===== src/inc/fsp_pkg.sv =====
package fsp_pkg;
  localparam int NUM_PORTS = 2;
  localparam int WORD_BITS = 8;
  localparam int FIFO_DEPTH = 4;
  localparam int ADDR_BITS = 12;

  // Register byte offsets inside one port window, and the window stride.
  localparam logic [3:0] OFS_CTRL = 4'h0;
  localparam logic [3:0] OFS_DIV = 4'h4;
  localparam logic [3:0] OFS_DATA = 4'h8;
  localparam logic [3:0] OFS_STATUS = 4'hC;
  localparam int PORT_STRIDE = 16;

  // Control register fields.
  localparam int CTRL_TX_CLK_OUT = 0;
  localparam int CTRL_TX_FS_OUT = 1;
  localparam int CTRL_RX_CLK_OUT = 2;
  localparam int CTRL_RX_FS_OUT = 3;
  localparam int CTRL_TX_FALL = 4;
  localparam int CTRL_RX_FALL = 5;
  localparam int CTRL_BITS = 6;
  localparam logic [CTRL_BITS-1:0] CTRL_RESET = 6'h00;

  // Status register fields.
  localparam int STAT_TX_FULL = 0;
  localparam int STAT_TX_EMPTY = 1;
  localparam int STAT_RX_VALID = 2;
  localparam int STAT_RX_OVF = 3;

  // Bit clock limits and the derived range of the half-period divider.
  localparam longint PCLK_HZ = 10000000;
  localparam longint BCLK_MIN_HZ = 512000;
  localparam longint BCLK_MAX_HZ = 8192000;
  localparam int DIV_BITS = 4;
  localparam logic [DIV_BITS-1:0] DIV_MAX = DIV_BITS'(PCLK_HZ / (2 * BCLK_MIN_HZ) - 1);
  localparam logic [DIV_BITS-1:0] DIV_MIN = DIV_BITS'(0);
  localparam logic [DIV_BITS-1:0] DIV_RESET = DIV_MAX;
  localparam logic [WORD_BITS-1:0] IDLE_WORD = 8'hFF;

  typedef struct packed {
    logic tx_bit_clock;
    logic tx_frame_sync;
    logic rx_bit_clock;
    logic rx_frame_sync;
    logic rx_serial_in;
  } fsp_pins_in_type;

  typedef struct packed {
    logic tx_bit_clock;
    logic tx_bit_clock_oe_n;
    logic tx_frame_sync;
    logic tx_frame_sync_oe_n;
    logic tx_serial_out;
    logic tx_serial_out_oe_n;
    logic rx_bit_clock;
    logic rx_bit_clock_oe_n;
    logic rx_frame_sync;
    logic rx_frame_sync_oe_n;
  } fsp_pins_out_type;
endpackage : fsp_pkg


===== src/rtl/fsp_top.sv =====
// Summary of operation
// - Two identical, independent ports, each with its own transmit and receive clock, frame sync and data pins.
// - The transmit frame sync pin is an input or an output as software selects.
// - The receive frame sync pin is an input or an output as software selects.
// - After reset every clock and frame sync pin is an input and is not driven.
// - Transmit data is open drain: the device only pulls it low or releases it.
// - The transmit bit clock pin is an input from the far end or an output made by the device.
// - The transmit bit clock runs between 512 KHz and 8.192 MHz, whichever side makes it; the device makes it only from about 556 KHz to 5 MHz.
// - Each outgoing bit is shifted onto the transmit data line in step with the transmit bit clock.
// - Transmit frame sync and data change on the rising or the falling clock edge as software selects.
// - The receive bit clock pin is an input from the far end or an output made by the device.
// - The receive bit clock runs within the port's supported span, whichever side makes it.
// - Each incoming bit is captured using the receive bit clock as the sampling reference.
// - Receive data is sampled on the rising or the falling clock edge as software selects.
//
// Local design decisions: register access over APB and the register addresses.

`timescale 1ns/10ps

module fsp_fifo #(
  parameter int WIDTH = 8,
  parameter int DEPTH = 4
) (
  input wire logic pclk,
  input wire logic presetn,
  input wire logic in_valid,
  output logic in_ready,
  input wire logic [WIDTH-1:0] in_data,
  output logic out_valid,
  input wire logic out_ready,
  output logic [WIDTH-1:0] out_data
);
  localparam int PW = (DEPTH > 1) ? $clog2(DEPTH) : 1;
  logic [WIDTH-1:0] mem_r [DEPTH];
  logic [PW-1:0] wr_ptr_r;
  logic [PW-1:0] rd_ptr_r;
  logic [PW:0] count_r;
  logic push;
  logic pop;
  assign in_ready = (count_r != (PW+1)'(DEPTH));
  assign out_valid = (count_r != '0);
  assign out_data = mem_r[rd_ptr_r];
  assign push = in_valid & in_ready;
  assign pop = out_valid & out_ready;

  function automatic logic [PW-1:0] ptr_inc(input logic [PW-1:0] p);
    ptr_inc = (p == PW'(DEPTH - 1)) ? '0 : p + PW'(1);
  endfunction : ptr_inc

  always_ff @(posedge pclk) begin
    if (push) begin
      mem_r[wr_ptr_r] <= in_data;
    end
  end

  always_ff @(posedge pclk or negedge presetn) begin
    if (!presetn) begin
      wr_ptr_r <= '0;
      rd_ptr_r <= '0;
      count_r <= '0;
    end else begin
      if (push) begin
        wr_ptr_r <= ptr_inc(wr_ptr_r);
      end
      if (pop) begin
        rd_ptr_r <= ptr_inc(rd_ptr_r);
      end
      if (push && !pop) begin
        count_r <= count_r + (PW+1)'(1);
      end else if (pop && !push) begin
        count_r <= count_r - (PW+1)'(1);
      end
    end
  end
endmodule : fsp_fifo

module fsp_top (
  input wire logic pclk,
  input wire logic presetn,
  input wire logic psel,
  input wire logic penable,
  input wire logic pwrite,
  input wire logic [fsp_pkg::ADDR_BITS-1:0] paddr,
  input wire logic [31:0] pwdata,
  output logic [31:0] prdata,
  output logic pready,
  output logic pslverr,
  input wire fsp_pkg::fsp_pins_in_type [fsp_pkg::NUM_PORTS-1:0] pins_in,
  output fsp_pkg::fsp_pins_out_type [fsp_pkg::NUM_PORTS-1:0] pins_out
);
  localparam int NP = fsp_pkg::NUM_PORTS;
  localparam int WB = fsp_pkg::WORD_BITS;
  logic [fsp_pkg::CTRL_BITS-1:0] ctrl_r [NP];
  logic [fsp_pkg::DIV_BITS-1:0] div_r [NP];
  logic [NP-1:0] tx_in_ready;
  logic [NP-1:0] tx_out_valid;
  logic [NP-1:0] rx_out_valid;
  logic [WB-1:0] rx_out_data [NP];
  logic [NP-1:0] rx_ovf_r;
  logic [NP-1:0] tx_push;
  logic [NP-1:0] rx_pop;
  logic [NP-1:0] ovf_clear;
  logic pready_r;
  logic pslverr_r;
  logic [31:0] prdata_r;
  logic access;
  logic mapped;
  logic port_sel;
  logic [3:0] reg_ofs;
  logic commit;
  // Picks the edge that belongs to the selected polarity.
  function automatic logic edge_pick(input logic falling, input logic rise, input logic fall);
    edge_pick = falling ? fall : rise;
  endfunction : edge_pick
  assign access = psel & penable & ~pready_r;
  assign mapped = (paddr >= fsp_pkg::ADDR_BITS'(NP * fsp_pkg::PORT_STRIDE)) ? 1'b0 : (paddr[1:0] == 2'h0);
  assign port_sel = paddr[4];
  assign reg_ofs = paddr[3:0];
  // A data write to a full transmit buffer holds the access phase until room appears.
  assign commit = access & ~(mapped & pwrite & (reg_ofs == fsp_pkg::OFS_DATA) & ~tx_in_ready[port_sel]);
  always_comb begin
    for (int i = 0; i < NP; i++) begin
      tx_push[i] = commit & mapped & pwrite & (reg_ofs == fsp_pkg::OFS_DATA) & (port_sel == 1'(i));
      rx_pop[i] = commit & mapped & ~pwrite & (reg_ofs == fsp_pkg::OFS_DATA) & (port_sel == 1'(i));
      ovf_clear[i] = commit & mapped & pwrite & (reg_ofs == fsp_pkg::OFS_STATUS) & (port_sel == 1'(i))
                     & pwdata[fsp_pkg::STAT_RX_OVF];
    end
  end

  always_ff @(posedge pclk or negedge presetn) begin
    if (!presetn) begin
      pready_r <= 1'b0;
      pslverr_r <= 1'b0;
    end else begin
      pready_r <= commit;
      pslverr_r <= commit & ~mapped;
    end
  end

  always_ff @(posedge pclk or negedge presetn) begin
    if (!presetn) begin
      prdata_r <= 32'h00000000;
    end else if (commit && !pwrite && mapped) begin
      unique case (reg_ofs)
        fsp_pkg::OFS_CTRL: prdata_r <= 32'(ctrl_r[port_sel]);
        fsp_pkg::OFS_DIV: prdata_r <= 32'(div_r[port_sel]);
        fsp_pkg::OFS_DATA: prdata_r <= rx_out_valid[port_sel] ? 32'(rx_out_data[port_sel]) : 32'h00000000;
        fsp_pkg::OFS_STATUS: prdata_r <= 32'({rx_ovf_r[port_sel], rx_out_valid[port_sel],
                                               ~tx_out_valid[port_sel], ~tx_in_ready[port_sel]});
        default: prdata_r <= 32'h00000000;
      endcase
    end else if (commit) begin
      prdata_r <= 32'h00000000;
    end
  end

  always_ff @(posedge pclk or negedge presetn) begin
    if (!presetn) begin
      for (int i = 0; i < NP; i++) begin
        ctrl_r[i] <= fsp_pkg::CTRL_RESET;
        div_r[i] <= fsp_pkg::DIV_RESET;
      end
    end else if (commit && pwrite && mapped) begin
      if (reg_ofs == fsp_pkg::OFS_CTRL) begin
        ctrl_r[port_sel] <= pwdata[fsp_pkg::CTRL_BITS-1:0];
      end
      if (reg_ofs == fsp_pkg::OFS_DIV) begin
        // The divider is clamped so that a generated clock never drops below the lowest rate.
        div_r[port_sel] <= (pwdata[31:fsp_pkg::DIV_BITS] != '0 || pwdata[fsp_pkg::DIV_BITS-1:0] > fsp_pkg::DIV_MAX)
                           ? fsp_pkg::DIV_MAX : pwdata[fsp_pkg::DIV_BITS-1:0];
      end
    end
  end

  assign prdata = prdata_r;
  assign pready = pready_r;
  assign pslverr = pslverr_r;

  for (genvar p = 0; p < NP; p++) begin : g_port
    fsp_pkg::fsp_pins_in_type s1_r;
    fsp_pkg::fsp_pins_in_type s2_r;
    fsp_pkg::fsp_pins_in_type s3_r;
    logic [fsp_pkg::DIV_BITS-1:0] gen_cnt_r;
    logic gen_clk_r;
    logic gen_tick;
    logic tx_rise;
    logic tx_fall;
    logic rx_rise;
    logic rx_fall;
    logic launch;
    logic sample;
    logic rx_other;
    logic tx_start;
    logic rx_start;
    logic [WB-1:0] tx_word;
    logic [WB-1:0] tx_sr_r;
    logic [2:0] tx_cnt_r;
    logic tx_rel_r;
    logic tx_fs_r;
    logic [WB-1:0] rx_sr_r;
    logic [2:0] rx_cnt_r;
    logic rx_fs_r;
    logic rx_push;
    logic rx_in_ready;
    logic [WB-1:0] rx_word;
    logic [fsp_pkg::CTRL_BITS-1:0] c;
    assign c = ctrl_r[p];
    // Pins idle at their pull-up level, so the synchronisers start high and no false edge follows reset.
    always_ff @(posedge pclk or negedge presetn) begin
      if (!presetn) begin
        s1_r <= '1;
        s2_r <= '1;
        s3_r <= '1;
      end else begin
        s1_r <= pins_in[p];
        s2_r <= s1_r;
        s3_r <= s2_r;
      end
    end
    // A divider lowered below the running count ends the half period at once instead of wrapping.
    assign gen_tick = (gen_cnt_r >= div_r[p]);
    always_ff @(posedge pclk or negedge presetn) begin
      if (!presetn) begin
        gen_cnt_r <= fsp_pkg::DIV_MIN;
        gen_clk_r <= 1'b0;
      end else if (gen_tick) begin
        gen_cnt_r <= fsp_pkg::DIV_MIN;
        gen_clk_r <= ~gen_clk_r;
      end else begin
        gen_cnt_r <= gen_cnt_r + fsp_pkg::DIV_BITS'(1);
      end
    end

    assign tx_rise = c[fsp_pkg::CTRL_TX_CLK_OUT] ? (gen_tick & ~gen_clk_r) : (s2_r.tx_bit_clock & ~s3_r.tx_bit_clock);
    assign tx_fall = c[fsp_pkg::CTRL_TX_CLK_OUT] ? (gen_tick & gen_clk_r) : (~s2_r.tx_bit_clock & s3_r.tx_bit_clock);
    assign rx_rise = c[fsp_pkg::CTRL_RX_CLK_OUT] ? (gen_tick & ~gen_clk_r) : (s2_r.rx_bit_clock & ~s3_r.rx_bit_clock);
    assign rx_fall = c[fsp_pkg::CTRL_RX_CLK_OUT] ? (gen_tick & gen_clk_r) : (~s2_r.rx_bit_clock & s3_r.rx_bit_clock);
    assign launch = edge_pick(c[fsp_pkg::CTRL_TX_FALL], tx_rise, tx_fall);
    assign sample = edge_pick(c[fsp_pkg::CTRL_RX_FALL], rx_rise, rx_fall);
    assign rx_other = edge_pick(~c[fsp_pkg::CTRL_RX_FALL], rx_rise, rx_fall);

    assign tx_start = c[fsp_pkg::CTRL_TX_FS_OUT] ? (tx_cnt_r == 3'h0) : s2_r.tx_frame_sync;
    assign rx_start = c[fsp_pkg::CTRL_RX_FS_OUT] ? (rx_cnt_r == 3'h0) : s2_r.rx_frame_sync;

    fsp_fifo #(.WIDTH(WB), .DEPTH(fsp_pkg::FIFO_DEPTH)) u_tx_fifo (
      .pclk(pclk),
      .presetn(presetn),
      .in_valid(tx_push[p]),
      .in_ready(tx_in_ready[p]),
      .in_data(pwdata[WB-1:0]),
      .out_valid(tx_out_valid[p]),
      .out_ready(launch & tx_start),
      .out_data(tx_word)
    );
    // An empty buffer at a frame start sends an idle word that leaves the line released.
    always_ff @(posedge pclk or negedge presetn) begin
      if (!presetn) begin
        tx_sr_r <= fsp_pkg::IDLE_WORD;
        tx_cnt_r <= 3'h0;
        tx_rel_r <= 1'b1;
        tx_fs_r <= 1'b0;
      end else if (launch) begin
        if (tx_start) begin
          tx_rel_r <= tx_out_valid[p] ? tx_word[WB-1] : 1'b1;
          tx_sr_r <= tx_out_valid[p] ? {tx_word[WB-2:0], 1'b1} : fsp_pkg::IDLE_WORD;
          tx_cnt_r <= 3'h1;
          tx_fs_r <= 1'b1;
        end else if (tx_cnt_r != 3'h0) begin
          tx_rel_r <= tx_sr_r[WB-1];
          tx_sr_r <= {tx_sr_r[WB-2:0], 1'b1};
          tx_cnt_r <= tx_cnt_r + 3'h1;
          tx_fs_r <= 1'b0;
        end else begin
          tx_rel_r <= 1'b1;
          tx_fs_r <= 1'b0;
        end
      end
    end
    assign rx_word = {rx_sr_r[WB-2:0], s2_r.rx_serial_in};
    assign rx_push = sample & (rx_cnt_r == 3'h7) & ~(rx_start & ~c[fsp_pkg::CTRL_RX_FS_OUT]);
    always_ff @(posedge pclk or negedge presetn) begin
      if (!presetn) begin
        rx_sr_r <= '0;
        rx_cnt_r <= 3'h0;
      end else if (sample) begin
        if (rx_start) begin
          rx_sr_r <= rx_word;
          rx_cnt_r <= 3'h1;
        end else if (rx_cnt_r != 3'h0) begin
          rx_sr_r <= rx_word;
          rx_cnt_r <= rx_cnt_r + 3'h1;
        end
      end
    end
    // A generated receive frame sync changes on the edge opposite the sampling edge.
    always_ff @(posedge pclk or negedge presetn) begin
      if (!presetn) begin
        rx_fs_r <= 1'b0;
      end else if (rx_other) begin
        rx_fs_r <= (rx_cnt_r == 3'h0);
      end
    end
    fsp_fifo #(.WIDTH(WB), .DEPTH(fsp_pkg::FIFO_DEPTH)) u_rx_fifo (
      .pclk(pclk),
      .presetn(presetn),
      .in_valid(rx_push),
      .in_ready(rx_in_ready),
      .in_data(rx_word),
      .out_valid(rx_out_valid[p]),
      .out_ready(rx_pop[p]),
      .out_data(rx_out_data[p])
    );
    // A lost word wins over a clear in the same cycle.
    always_ff @(posedge pclk or negedge presetn) begin
      if (!presetn) begin
        rx_ovf_r[p] <= 1'b0;
      end else if (rx_push && !rx_in_ready) begin
        rx_ovf_r[p] <= 1'b1;
      end else if (ovf_clear[p]) begin
        rx_ovf_r[p] <= 1'b0;
      end
    end
    assign pins_out[p] = '{
      tx_bit_clock: gen_clk_r,
      tx_bit_clock_oe_n: ~c[fsp_pkg::CTRL_TX_CLK_OUT],
      tx_frame_sync: tx_fs_r,
      tx_frame_sync_oe_n: ~c[fsp_pkg::CTRL_TX_FS_OUT],
      tx_serial_out: 1'b0,
      tx_serial_out_oe_n: tx_rel_r,
      rx_bit_clock: gen_clk_r,
      rx_bit_clock_oe_n: ~c[fsp_pkg::CTRL_RX_CLK_OUT],
      rx_frame_sync: rx_fs_r,
      rx_frame_sync_oe_n: ~c[fsp_pkg::CTRL_RX_FS_OUT]
    };
  end
endmodule : fsp_top


===== config.mk =====
export PLATFORM = sky130hd
export DESIGN_NAME = fsp_top
export DESIGN_NICKNAME = d
export VERILOG_FILES = /design/src/inc/fsp_pkg.sv /design/src/rtl/fsp_top.sv
export SDC_FILE = /design/constraint.sdc
export NUM_CORES = 1
export LEC_CHECK = 0
export ABC_AREA = 0
export BUFFER_PORTS_ARGS = -buffer_cell sky130_fd_sc_hd__buf_2
export CORE_MARGIN = 4
export CORE_UTILIZATION = 35
export DETAILED_ROUTE_END_ITERATION = 12
export GPL_TIMING_DRIVEN = 1
export MAX_ROUTING_LAYER = met4
export PLACE_DENSITY = 0.53
export SLEW_MARGIN = 10
export SYNTH_ARGS = -nofsm -noshare
export SYNTH_HDL_FRONTEND = slang
export SYNTH_SLANG_ARGS = --single-unit

===== constraint.sdc =====
create_clock -name pclk -period 3.2 [get_ports pclk]
set_input_delay 0.64 -clock pclk [delete_from_list [all_inputs] [get_ports pclk]]
set_output_delay 0.64 -clock pclk [all_outputs]
set_load 0.01 [all_outputs]

==> flow_summary_export.csv, run 1 <==
group,metric,value,unit
timing,fmaxAchievable,330,MHz
clock_tree,ctsResizeCount,0,
clock_tree,post_cts_buffers,0,
detailed_routing,avgRoutedWirePerCell,17.7,µm
yosys,avgSynthCellArea,14.5,µm²
layout,drive_above_1_share,0.321,
setup_path,arrival,3.45,ns
setup_path,cpLargestDelayFamily,"adder cells",
setup_path,crit_fanout,5,
layout,fin_util,0.410,
clock_tree,clock_path_buffers,3,
grt,first_global_vias,7213,
clock_tree,cts_sinks,268,
yosys,ys.flop_type,"edfxtp_1",
pwr,power_density,698,nW/µm²
clock_tree,clkTransAtPathRegs,0.06,ns
timing,fin_crit,3.03,ns
timing,worst_pin_slew,0.608,ns
pwr,irDropWorstVdd,0.418,mV
placed_design,numPortBuffers,86,
detailed_routing,drc_errors,0,
setup_path,endpoint_kind,"register",
detailed_routing,finalWirelength,25200,µm
timing,maxSlewHeadroom,0.595,
yosys,syn_inst,839,
setup_path,max_stage_delay,0.54,ns
grt,grt_pass1_wl,40400,µm
pwr,p_leak,5.78,nW
setup_path,crit_slowest_cell,"dfstp_2",
grt,overflow,0,
setup_path,r2r_cells,11,
floorplanning,initial_core_util,0.354,
timing,skew,0.0278,ns
timing,finalSetupViolations,0,
yosys,ys_ff_latch,268,
clock_tree,clkLatencyLatePin,0.55,ns
floorplanning,ioPinCount,113,
detailed_routing,drtAntennaViolNets,0,
yosys,ys_seq_area_frac,0.606,
layout,nets,1056,
yosys,synth_edf_count,128,
flow_run,max-cap-violations,0,
setup_path,crit_required,3.62,ns
clock_tree,cts_buffers,28,
timing,hold_viol,0,
yosys,yosysWarnings,0,
timing,slew_violations,0,
clock_tree,clockRootBuffer,"clkbuf_16",
pwr,power,0.00987,W
yosys,yosys.cell_types.count,70,
detailed_routing,routed-via-count,6824,
setup_path,crit_type,"reg -> reg",
floorplanning,die_h,195,µm
setup_path,critical_path.cell_chain,"inv_1 -> ha_1 -> o21a_1 -> nor2_1 -> o31ai_1 -> nand2_1 -> or3_4 -> ha_1 -> inv_1 -> fa_1 -> mux2_2",
timing,rsz0062_at_grt,"true",
placed_design,dp_hpwl,18000,µm
grt,antenna_found_initial,1,
setup_path,cp.depth,11,
detailed_routing,dr.first_iter.drc_count,370,
clock_tree,htreeDepth,1,
hold_path,hp-class,"in -> async",
floorplanning,rows,68,
yosys,syn_area,12200,µm²
clock_tree,cts_tree,"yes",
detailed_routing,drt_pre_antenna_iters,5,
yosys,synthArstFlopShare,0.522,
layout,syn_to_final_growth,15.8,%
floorplanning,coreArea,34500,µm²
layout,finalInstanceArea,14100,µm²
detailed_routing,viasPerCell,4.78,
timing,period_share,0.947,
grt,grt_use_total,0.137,
outcome,status,"complete, no violations",
placed_design,place_area,13200,µm²
placed_design,gp_congestion,0.799,
timing,hold_ws,0.0238,ns
grt,grt_max_degree,52,
setup_path,crit_buf_inv,2,
floorplanning,die-area,37900,µm²
floorplanning,die_w,195,µm
setup_path,startpoint_type,"register",
power by group:
group          internal (W)  total [W]  switching [W]  leakage [nW]
Clock               0.00208    0.00341        0.00132         0.477
Combinational      0.000955    0.00177       0.000813          2.49
Sequential          0.00420    0.00470       0.000494          2.82
final timing paths:
check                                       start                        endpoint  slack [ns]
max in group asynchronous                 presetn               g_port[1].s1_r[0]        2.40
min in group pclk                      pins_in[7]               g_port[1].s1_r[2]        0.19
worst min-delay path                      presetn               g_port[1].tx_fs_r        0.02
worst min register to register  g_port[1].s1_r[0]            g_port[1].rx_word[0]        0.35
worst max register to register           div_r[3]  g_port[1].u_tx_fifo.count_r[1]        0.17
worst max-delay path                     div_r[3]  g_port[1].u_tx_fifo.count_r[1]        0.17
worst reg2reg max path: cells and delay by family (launching register included):
kind            cells  cell delay (ns)
compound gates      2             0.46
fa+ha+maj           3             0.90
buf+inv             2             0.11
flops               1             0.54
mux                 1             0.26
simple gates        3             0.62
state kept, by name, indices dropped and copies added, names as in the netlist, 10 cells and up:
signal	count
g_port.u_rx_fifo.mem_r	64
g_port.u_tx_fifo.mem_r	64
g_port.rx_sr_r	14
g_port.tx_sr_r	14
g_port.c	12
g_port.s1_r	10
per-stage QoR:
stage / worst slack (ns) / TNS (ns) / cells
after global routing: -0.00495 / -0.00495 / 1427
after global placement: 0.153 / 0 / 1374
final: 0.169 / 0 / 1427
after detailed placement: 0.126 / 0 / 1374
after CTS: 0.139 / 0 / 1426
after floorplan: 0.237 / 0 / 864
cells in the mapped netlist (13+ instances only):
| master | count | area, µm² |
|---|---|---|
| edfxtp_1 | 128 | 3840 |
| dfrtp_1 | 98 | 2450 |
| inv_1 | 57 | 214 |
| nand2_1 | 50 | 188 |
| nor2_1 | 48 | 180 |
| ha_1 | 44 | 551 |
| dfstp_2 | 42 | 1100 |
| mux2_2 | 38 | 428 |
| buf_4 | 36 | 270 |
| mux4_2 | 34 | 766 |
| o21ai_0 | 34 | 170 |
| mux2i_1 | 24 | 240 |
| and2_1 | 20 | 125 |
| mux2_4 | 18 | 270 |
| nor3_1 | 13 | 65.1 |
cell usage in the layout, fill, tap and decap left out, types with 28 or more instances in the layout:
cell       count
buf_2         85
ha_1          44
mux2_2        38
inv_1         57
dfrtp_1       98
edfxtp_1     128
clkbuf_16     28
nor2_1        48
o21ai_0       34
mux4_2        34
dfstp_2       42
nand2_1       50
cells by family (layout without fill, tap and decap cells):
| family | Yosys count | count (layout) | synth area share |
|---|---|---|---|
| flops | 268 | 268 | 0.606 |
| simple gates | 189 | 189 | 0.0863 |
| mux | 116 | 116 | 0.141 |
| buf+inv | 113 | 220 | 0.0463 |
| compound gates | 86 | 86 | 0.0547 |
| fa+ha+maj | 48 | 48 | 0.0517 |
| xor+xnor | 18 | 18 | 0.0129 |
| other cells | 1 | 27 | 0.000307 |
final cells by class:
class / count / area, µm²
Clock inverter: 14 / 206
Multi-Input combinational cell: 483 / 4340
Fill cell: 3249 / 20300
Antenna cell: 1 / 2.50
Sequential cell: 268 / 7400
Inverter: 58 / 218
Clock buffer: 38 / 768
Timing Repair Buffer: 110 / 629
Tap cell: 455 / 569
per-layer routing:
| layer | vias up | global-route usage | part of all wire |
|---|---|---|---|
| met1 | 3415 | 0.182 | 0.45 |
| met5 | - | - | 0 |
| li1 | 3213 | - | - |
| met2 | 156 | 0.225 | 0.49 |
| met3 | 40 | 0.0222 | 0.049 |
| met4 | 0 | 0.0264 | 0.019 |
what timing repair did:
action	in CTS	in global routing
hold buffers	0	0
endpoints found under the setup margin	0	2
hold endpoints to repair	0	0
Note: power is estimated with default switching activity, not from simulation.
==> run 2, diff against run 1 <==
--- a/config.mk
+++ b/config.mk
@@ -7,13 +7,14 @@
 export LEC_CHECK = 0
 export ABC_AREA = 0
 export BUFFER_PORTS_ARGS = -buffer_cell sky130_fd_sc_hd__buf_2
+export CAP_MARGIN = 20
 export CORE_MARGIN = 4
 export CORE_UTILIZATION = 35
 export DETAILED_ROUTE_END_ITERATION = 12
 export GPL_TIMING_DRIVEN = 1
 export MAX_ROUTING_LAYER = met4
 export PLACE_DENSITY = 0.53
-export SLEW_MARGIN = 10
+export SLEW_MARGIN = 0
 export SYNTH_ARGS = -nofsm -noshare
 export SYNTH_HDL_FRONTEND = slang
 export SYNTH_SLANG_ARGS = --single-unit
==> constraint.sdc (replaced) <==
create_clock -name pclk -period 2.63 [get_ports pclk]
set_input_delay 0.526 -clock pclk [delete_from_list [all_inputs] [get_ports pclk]]
set_output_delay 0.526 -clock pclk [all_outputs]
set_load 0.01 [all_outputs]
==> run 2 against run 1 <==
Net effect:
- total power grew 22%
- final cell count grew 6.0%
- clock skew shrank 0.019 ns
- the run now ends with negative setup slack left
- worst setup slack lost 0.35 ns
- die area is the same
- routed wire length grew 5.0%
- combinational power grew 40%
- largest power group unchanged
- hold slack gained 0.060 ns
- sequential power grew 22%
- largest cell class unchanged
==> flow_summary_export.csv, run 2 (synthesized netlist as in run 1, its figures left out) <==
group,metric,value,unit
outcome,status,"finished with violations",
outcome,violations,"negative setup slack",
detailed_routing,drc_errors,0,
grt,overflow,0,
placed_design,post-place-ws,-0.326,ns
timing,layout_setup_ws,-0.178,ns
layout,final_common_cell,"edfxtp_1",
setup_path,cp.depth,11,
setup_path,crit_fanout,4,
clock_tree,clkTransAtPathRegs,0.06,ns
clock_tree,clockRootBuffer,"clkbuf_16",
hold_path,min_to,"g_port[0].s1_r[0]",
grt,top_usage_layer,"met2",
floorplanning,ioPinCount,113,
pwr,irDropWorstVdd,0.474,mV
floorplanning,rows,68,
setup_path,r2r_cells,11,
pwr,power_density,797,nW/µm²
setup_path,reg2reg_to,"g_port[0].u_rx_fifo.count_r[1]",
setup_path,r2r-start,"div_r[4]",
detailed_routing,finalWirelength,26500,µm
grt,grt_pass1_wl,42900,µm
hold_path,worstHoldStart,"pins_in[0]",
setup_path,rrSetupSlack,-0.18,ns
grt,antenna_found_initial,0,
clock_tree,clock_path_buffers,3,
clock_tree,clkLatencyLatePin,0.54,ns
grt,first_global_vias,7558,
layout,antenna_cells,0,
layout,finalInstanceArea,15100,µm²
setup_path,crit_required,3.05,ns
grt,grt_max_degree,51,
clock_tree,htreeDepth,1,
timing,rsz0062_at_grt,"true",
timing,slew_violations,0,
timing,period_share,1.07,
setup_path,max_stage_delay,0.41,ns
grt,grt_use_met3,0.0215,
setup_path,cpLargestDelayFamily,"adder cells",
timing,fmaxAchievable,356,MHz
detailed_routing,drtAntennaViolNets,0,
floorplanning,die_h,195,µm
floorplanning,die-area,37900,µm²
layout,fin_util,0.438,
floorplanning,initial_core_util,0.354,
detailed_routing,viasPerCell,4.72,
grt,met1_usage,0.194,
timing,worst_pin_slew,0.623,ns
hold_path,min_path_cells,1,
layout,syn_to_final_growth,23.7,%
pwr,p_leak,6.28,nW
grt,use_met2,0.237,
setup_path,crit_slowest_cell,"fa_2",
layout,drive_above_1_share,0.404,
timing,fin_setup_tns,-0.802,ns
detailed_routing,routed-via-count,7140,
clock_tree,cts_tree,"yes",
placed_design,place_area,14000,µm²
timing,skew,0.00869,ns
floorplanning,coreArea,34500,µm²
timing,maxSlewHeadroom,0.585,
layout,mostFrequentLayoutCells,"128 x edfxtp_1, 98 x dfrtp_1, 91 x buf_4",
timing,finalSetupViolations,7,
flow_run,max-cap-violations,0,
clock_tree,cts_buffers,28,
placed_design,numPortBuffers,86,
placed_design,gp_congestion,0.804,
floorplanning,die_w,195,µm
placed_design,dp_hpwl,19300,µm
detailed_routing,avgRoutedWirePerCell,17.5,µm
setup_path,arrival,3.23,ns
detailed_routing,drt_pre_antenna_iters,4,
timing,hold_ws,0.0834,ns
layout,nets,1143,
setup_path,crit_buf_inv,2,
setup_path,crit_type,"reg -> reg",
hold_path,hp-class,"in -> reg",
setup_path,startpoint_type,"register",
layout,top_regs,"g_port.u_rx_fifo.mem_r x64, g_port.u_tx_fifo.mem_r x64",
timing,hold_viol,0,
grt,grt_use_total,0.145,
timing,fin_crit,2.81,ns
clock_tree,cts_sinks,268,
setup_path,critical_path.cell_chain,"ha_1 -> nand2b_4 -> a2111oi_4 -> buf_4 -> nor4_4 -> o32ai_4 -> nor3b_4 -> ha_2 -> inv_2 -> fa_2 -> mux2_2",
detailed_routing,dr.first_iter.drc_count,403,
setup_path,endpoint_kind,"register",
run 2: timing repair:
action / in CTS / in global routing
buffers inserted: 10 / 3
pin swaps: 19 / 7
resized for setup: 20 / 3
endpoints found under the hold margin: 27 / 0
setup endpoints to repair: 40 / 83
hold buffers: 1 / 0
gates cloned: 0 / 1
run 2: worst max-delay path by stage:
stage	from	endpoint
global route	div_r[3]	g_port[1].u_rx_fifo.count_r[2]
finish	div_r[4]	g_port[0].u_rx_fifo.count_r[1]
detailed placement	div_r[3]	g_port[1].u_tx_fifo.count_r[1]
global placement	div_r[3]	g_port[1].u_tx_fifo.count_r[1]
floorplan	g_port[1].gen_cnt_r[0]	g_port[1].u_rx_fifo.count_r[1]
CTS	g_port[1].gen_cnt_r[0]	g_port[1].u_rx_fifo.count_r[1]
run 2: power by group:
part | leakage, nW | internal [W] | switching [W]
Clock | 0.421 | 0.00221 | 0.00163
Combinational | 3.04 | 0.00139 | 0.00108
Sequential | 2.82 | 0.00511 | 0.000604
Total | 6.28 | 0.00871 | 0.00332
run 2: metal layers:
metal	routed length, µm	up-vias
met2	13000	133
li1	-	3391
met4	589	0
met3	1120	41
met1	11800	3575
met5	0	-
run 2: cell type report:
cell class                      count  area [µm²]
Clock inverter                     18         153
Multi-Input combinational cell    483        4520
Clock buffer                       34         744
Timing Repair Buffer              197        1490
Sequential cell                   268        7400
Tap cell                          455         569
Inverter                           58         218
Fill cell                        3155       19400
run 2: through the flow:
stage	cells	total power (W)
floorplan	864	0.00745
global placement	1454	0.00816
detailed placement	1454	0.00822
CTS	1515	0.0122
global route	1513	0.0127
finish	1513	0.0120
==> run 3, diff against run 2 <==
--- a/config.mk
+++ b/config.mk
@@ -14,6 +14,7 @@
 export GPL_TIMING_DRIVEN = 1
 export MAX_ROUTING_LAYER = met4
 export PLACE_DENSITY = 0.53
+export SETUP_SLACK_MARGIN = 0.05
 export SLEW_MARGIN = 0
 export SYNTH_ARGS = -nofsm -noshare
 export SYNTH_HDL_FRONTEND = slang
==> run 3 against run 2 <==
Net effect:
- the run still ends with negative setup slack left
- final cell count is the same
- clock-buffer cell count stayed put
- sequential power barely moved
- routed wire length increased by 0.19%
- clock power is essentially flat
- sequential share of layout area decreased by 0.10 points
- combinational power is essentially flat
- worst setup slack worse by 0.022 ns
- via count rose by 0.56%
- non-clock buffer count stayed put
- largest power group unchanged
==> flow_summary_export.csv, run 3 (synthesized netlist as in run 1, its figures left out) <==
group,metric,value,unit
detailed_routing,avgRoutedWirePerCell,17.5,µm
layout,syn_to_final_growth,23.9,%
timing,skew,0.00686,ns
timing,rsz0062_at_grt,"true",
grt,grt_max_degree,51,
setup_path,crit_fanout,4,
layout,antenna_cells,0,
timing,fin_crit,2.83,ns
pwr,p_leak,6.30,nW
clock_tree,htreeDepth,1,
timing,layout_setup_ws,-0.200,ns
layout,top_regs,"g_port.u_rx_fifo.mem_r x64, g_port.u_tx_fifo.mem_r x64",
placed_design,numPortBuffers,86,
outcome,violations,"negative setup slack",
setup_path,crit_required,3.06,ns
timing,maxSlewHeadroom,0.591,
setup_path,crit_type,"reg -> reg",
outcome,status,"finished with violations",
detailed_routing,dr.first_iter.drc_count,421,
pwr,comb_power_share,0.206,
detailed_routing,drc_errors,0,
clock_tree,cts_buffers,28,
pwr,p_seq_frac,0.475,
hold_path,min_path_cells,1,
clock_tree,clkLatencyLatePin,0.54,ns
detailed_routing,routed-via-count,7180,
timing,hold_viol,0,
setup_path,r2r_cells,11,
clock_tree,cts_tree,"yes",
floorplanning,rows,68,
detailed_routing,drt_pre_antenna_iters,4,
floorplanning,die_w,195,µm
floorplanning,ioPinCount,113,
floorplanning,die-area,37900,µm²
timing,fmaxAchievable,353,MHz
grt,grt_use_total,0.145,
layout,fillers,3145,
hold_path,hp-class,"in -> reg",
detailed_routing,viasPerCell,4.75,
flow_run,max-cap-violations,0,
clock_tree,clkTransAtPathRegs,0.06,ns
timing,worst_pin_slew,0.614,ns
setup_path,arrival,3.26,ns
detailed_routing,finalWirelength,26500,µm
floorplanning,coreArea,34500,µm²
grt,first_global_vias,7556,
grt,antenna_found_initial,0,
floorplanning,die_h,195,µm
layout,nets,1143,
pwr,swShare,0.275,
pwr,p_sw,0.00332,W
placed_design,gp_congestion,0.804,
layout,final_common_cell,"edfxtp_1",
pwr,irDropWorstVdd,0.475,mV
setup_path,startpoint_type,"register",
placed_design,post-place-ws,-0.326,ns
timing,finalSetupViolations,8,
grt,overflow,0,
pwr,power_density,796,nW/µm²
pwr,p_int,0.00872,W
grt,grt_pass1_wl,42900,µm
clock_tree,clockRootBuffer,"clkbuf_16",
layout,drive_above_1_share,0.405,
timing,period_share,1.08,
detailed_routing,drtAntennaViolNets,0,
timing,fin_setup_tns,-0.858,ns
pwr,p_clk_frac,0.319,
floorplanning,initial_core_util,0.354,
layout,mostFrequentLayoutCells,"128 x edfxtp_1, 98 x dfrtp_1, 85 x buf_2, 85 x buf_4, 51 x inv_1",
timing,slew_violations,0,
placed_design,dp_hpwl,19300,µm
clock_tree,clock_path_buffers,3,
clock_tree,cts_sinks,268,
setup_path,endpoint_kind,"register",
==> run 3: final cells by class <==
type	count	area [µm²]	share of cell area
repair buffers	197	1510	0.0999
inverters	58	218	0.0144
flip-flops and latches	268	7400	0.489
well taps	455	569	0.0376
clock buffers	34	744	0.0492
clock inverters	18	153	0.0101
multi-input cells	483	4530	0.300
==> run 3: worst max-delay path: stages, from the launching register on <==
cell	delay, ns
dfrtp_1	0.38
ha_1	0.29
nand2b_4	0.15
a2111oi_4	0.30
buf_4	0.20
nor4_4	0.06
o32ai_4	0.32
nor3b_4	0.09
ha_2	0.21
inv_2	0.05
fa_2	0.41
mux2_2	0.26
==> run 3: timing repair <==
| action | CTS | global route |
|---|---|---|
| hold buffers | 1 | 0 |
| gates resized for setup | 28 | 5 |
| pin swaps | 18 | 8 |
| cloned | 0 | 1 |
| endpoints found under the hold margin | 27 | 0 |
| endpoints found under the setup margin | 40 | 97 |
| buffers inserted | 10 | 3 |
==> run 3: stage by stage <==
| step | cells | util | cell area [µm²] | hold WS, ns | total power, W |
|---|---|---|---|---|---|
| 3_3_place_gp | 1454 | 0.407 | 14000 | 0.347 | 0.00816 |
| 3_5_place_dp | 1454 | 0.407 | 14000 | 0.347 | 0.00822 |
| 5_1_grt | 1513 | 0.439 | 15100 | 0.0543 | 0.0128 |
| 2_1_floorplan | 864 | - | 12400 | 0.230 | 0.00745 |
| 6_report | 1513 | 0.439 | 15100 | 0.0830 | 0.0120 |
| 4_1_cts | 1515 | 0.438 | 15100 | 0.0559 | 0.0122 |
==> run 3: path summary, 6_finish.rpt <==
check,start,to,slack (ns)
worst min-delay path,pins_in[0],g_port[0].s1_r[0],0.08
worst max-delay path,div_r[4],g_port[0].u_rx_fifo.count_r[1],-0.20
worst max register to register,div_r[4],g_port[0].u_rx_fifo.count_r[1],-0.20
max in group asynchronous,presetn,g_port[0].rx_word[0],1.40
min in group asynchronous,presetn,g_port[0].tx_fs_r,0.51
worst min register to register,g_port[0].s1_r[3],g_port[0].s2_r[3],0.35
==> run 3: metal layers <==
layer / up-vias / wire [µm] / global-route usage
li1: 3394 / - / -
met1: 3612 / 11800 / 0.194
met2: 132 / 13100 / 0.237
met3: 42 / 1040 / 0.0215
met4: 0 / 589 / 0.0352
met5: - / 0 / -
==> run 3: power by group through the flow <==
stage               Sequential (W)  Combinational [W]  Clock (W)
floorplan                  0.00554            0.00191          0
detailed placement         0.00580            0.00242          0
finish                     0.00572            0.00248    0.00384
CTS                        0.00573            0.00250    0.00395
global route               0.00583            0.00279    0.00413
global placement           0.00579            0.00237          0
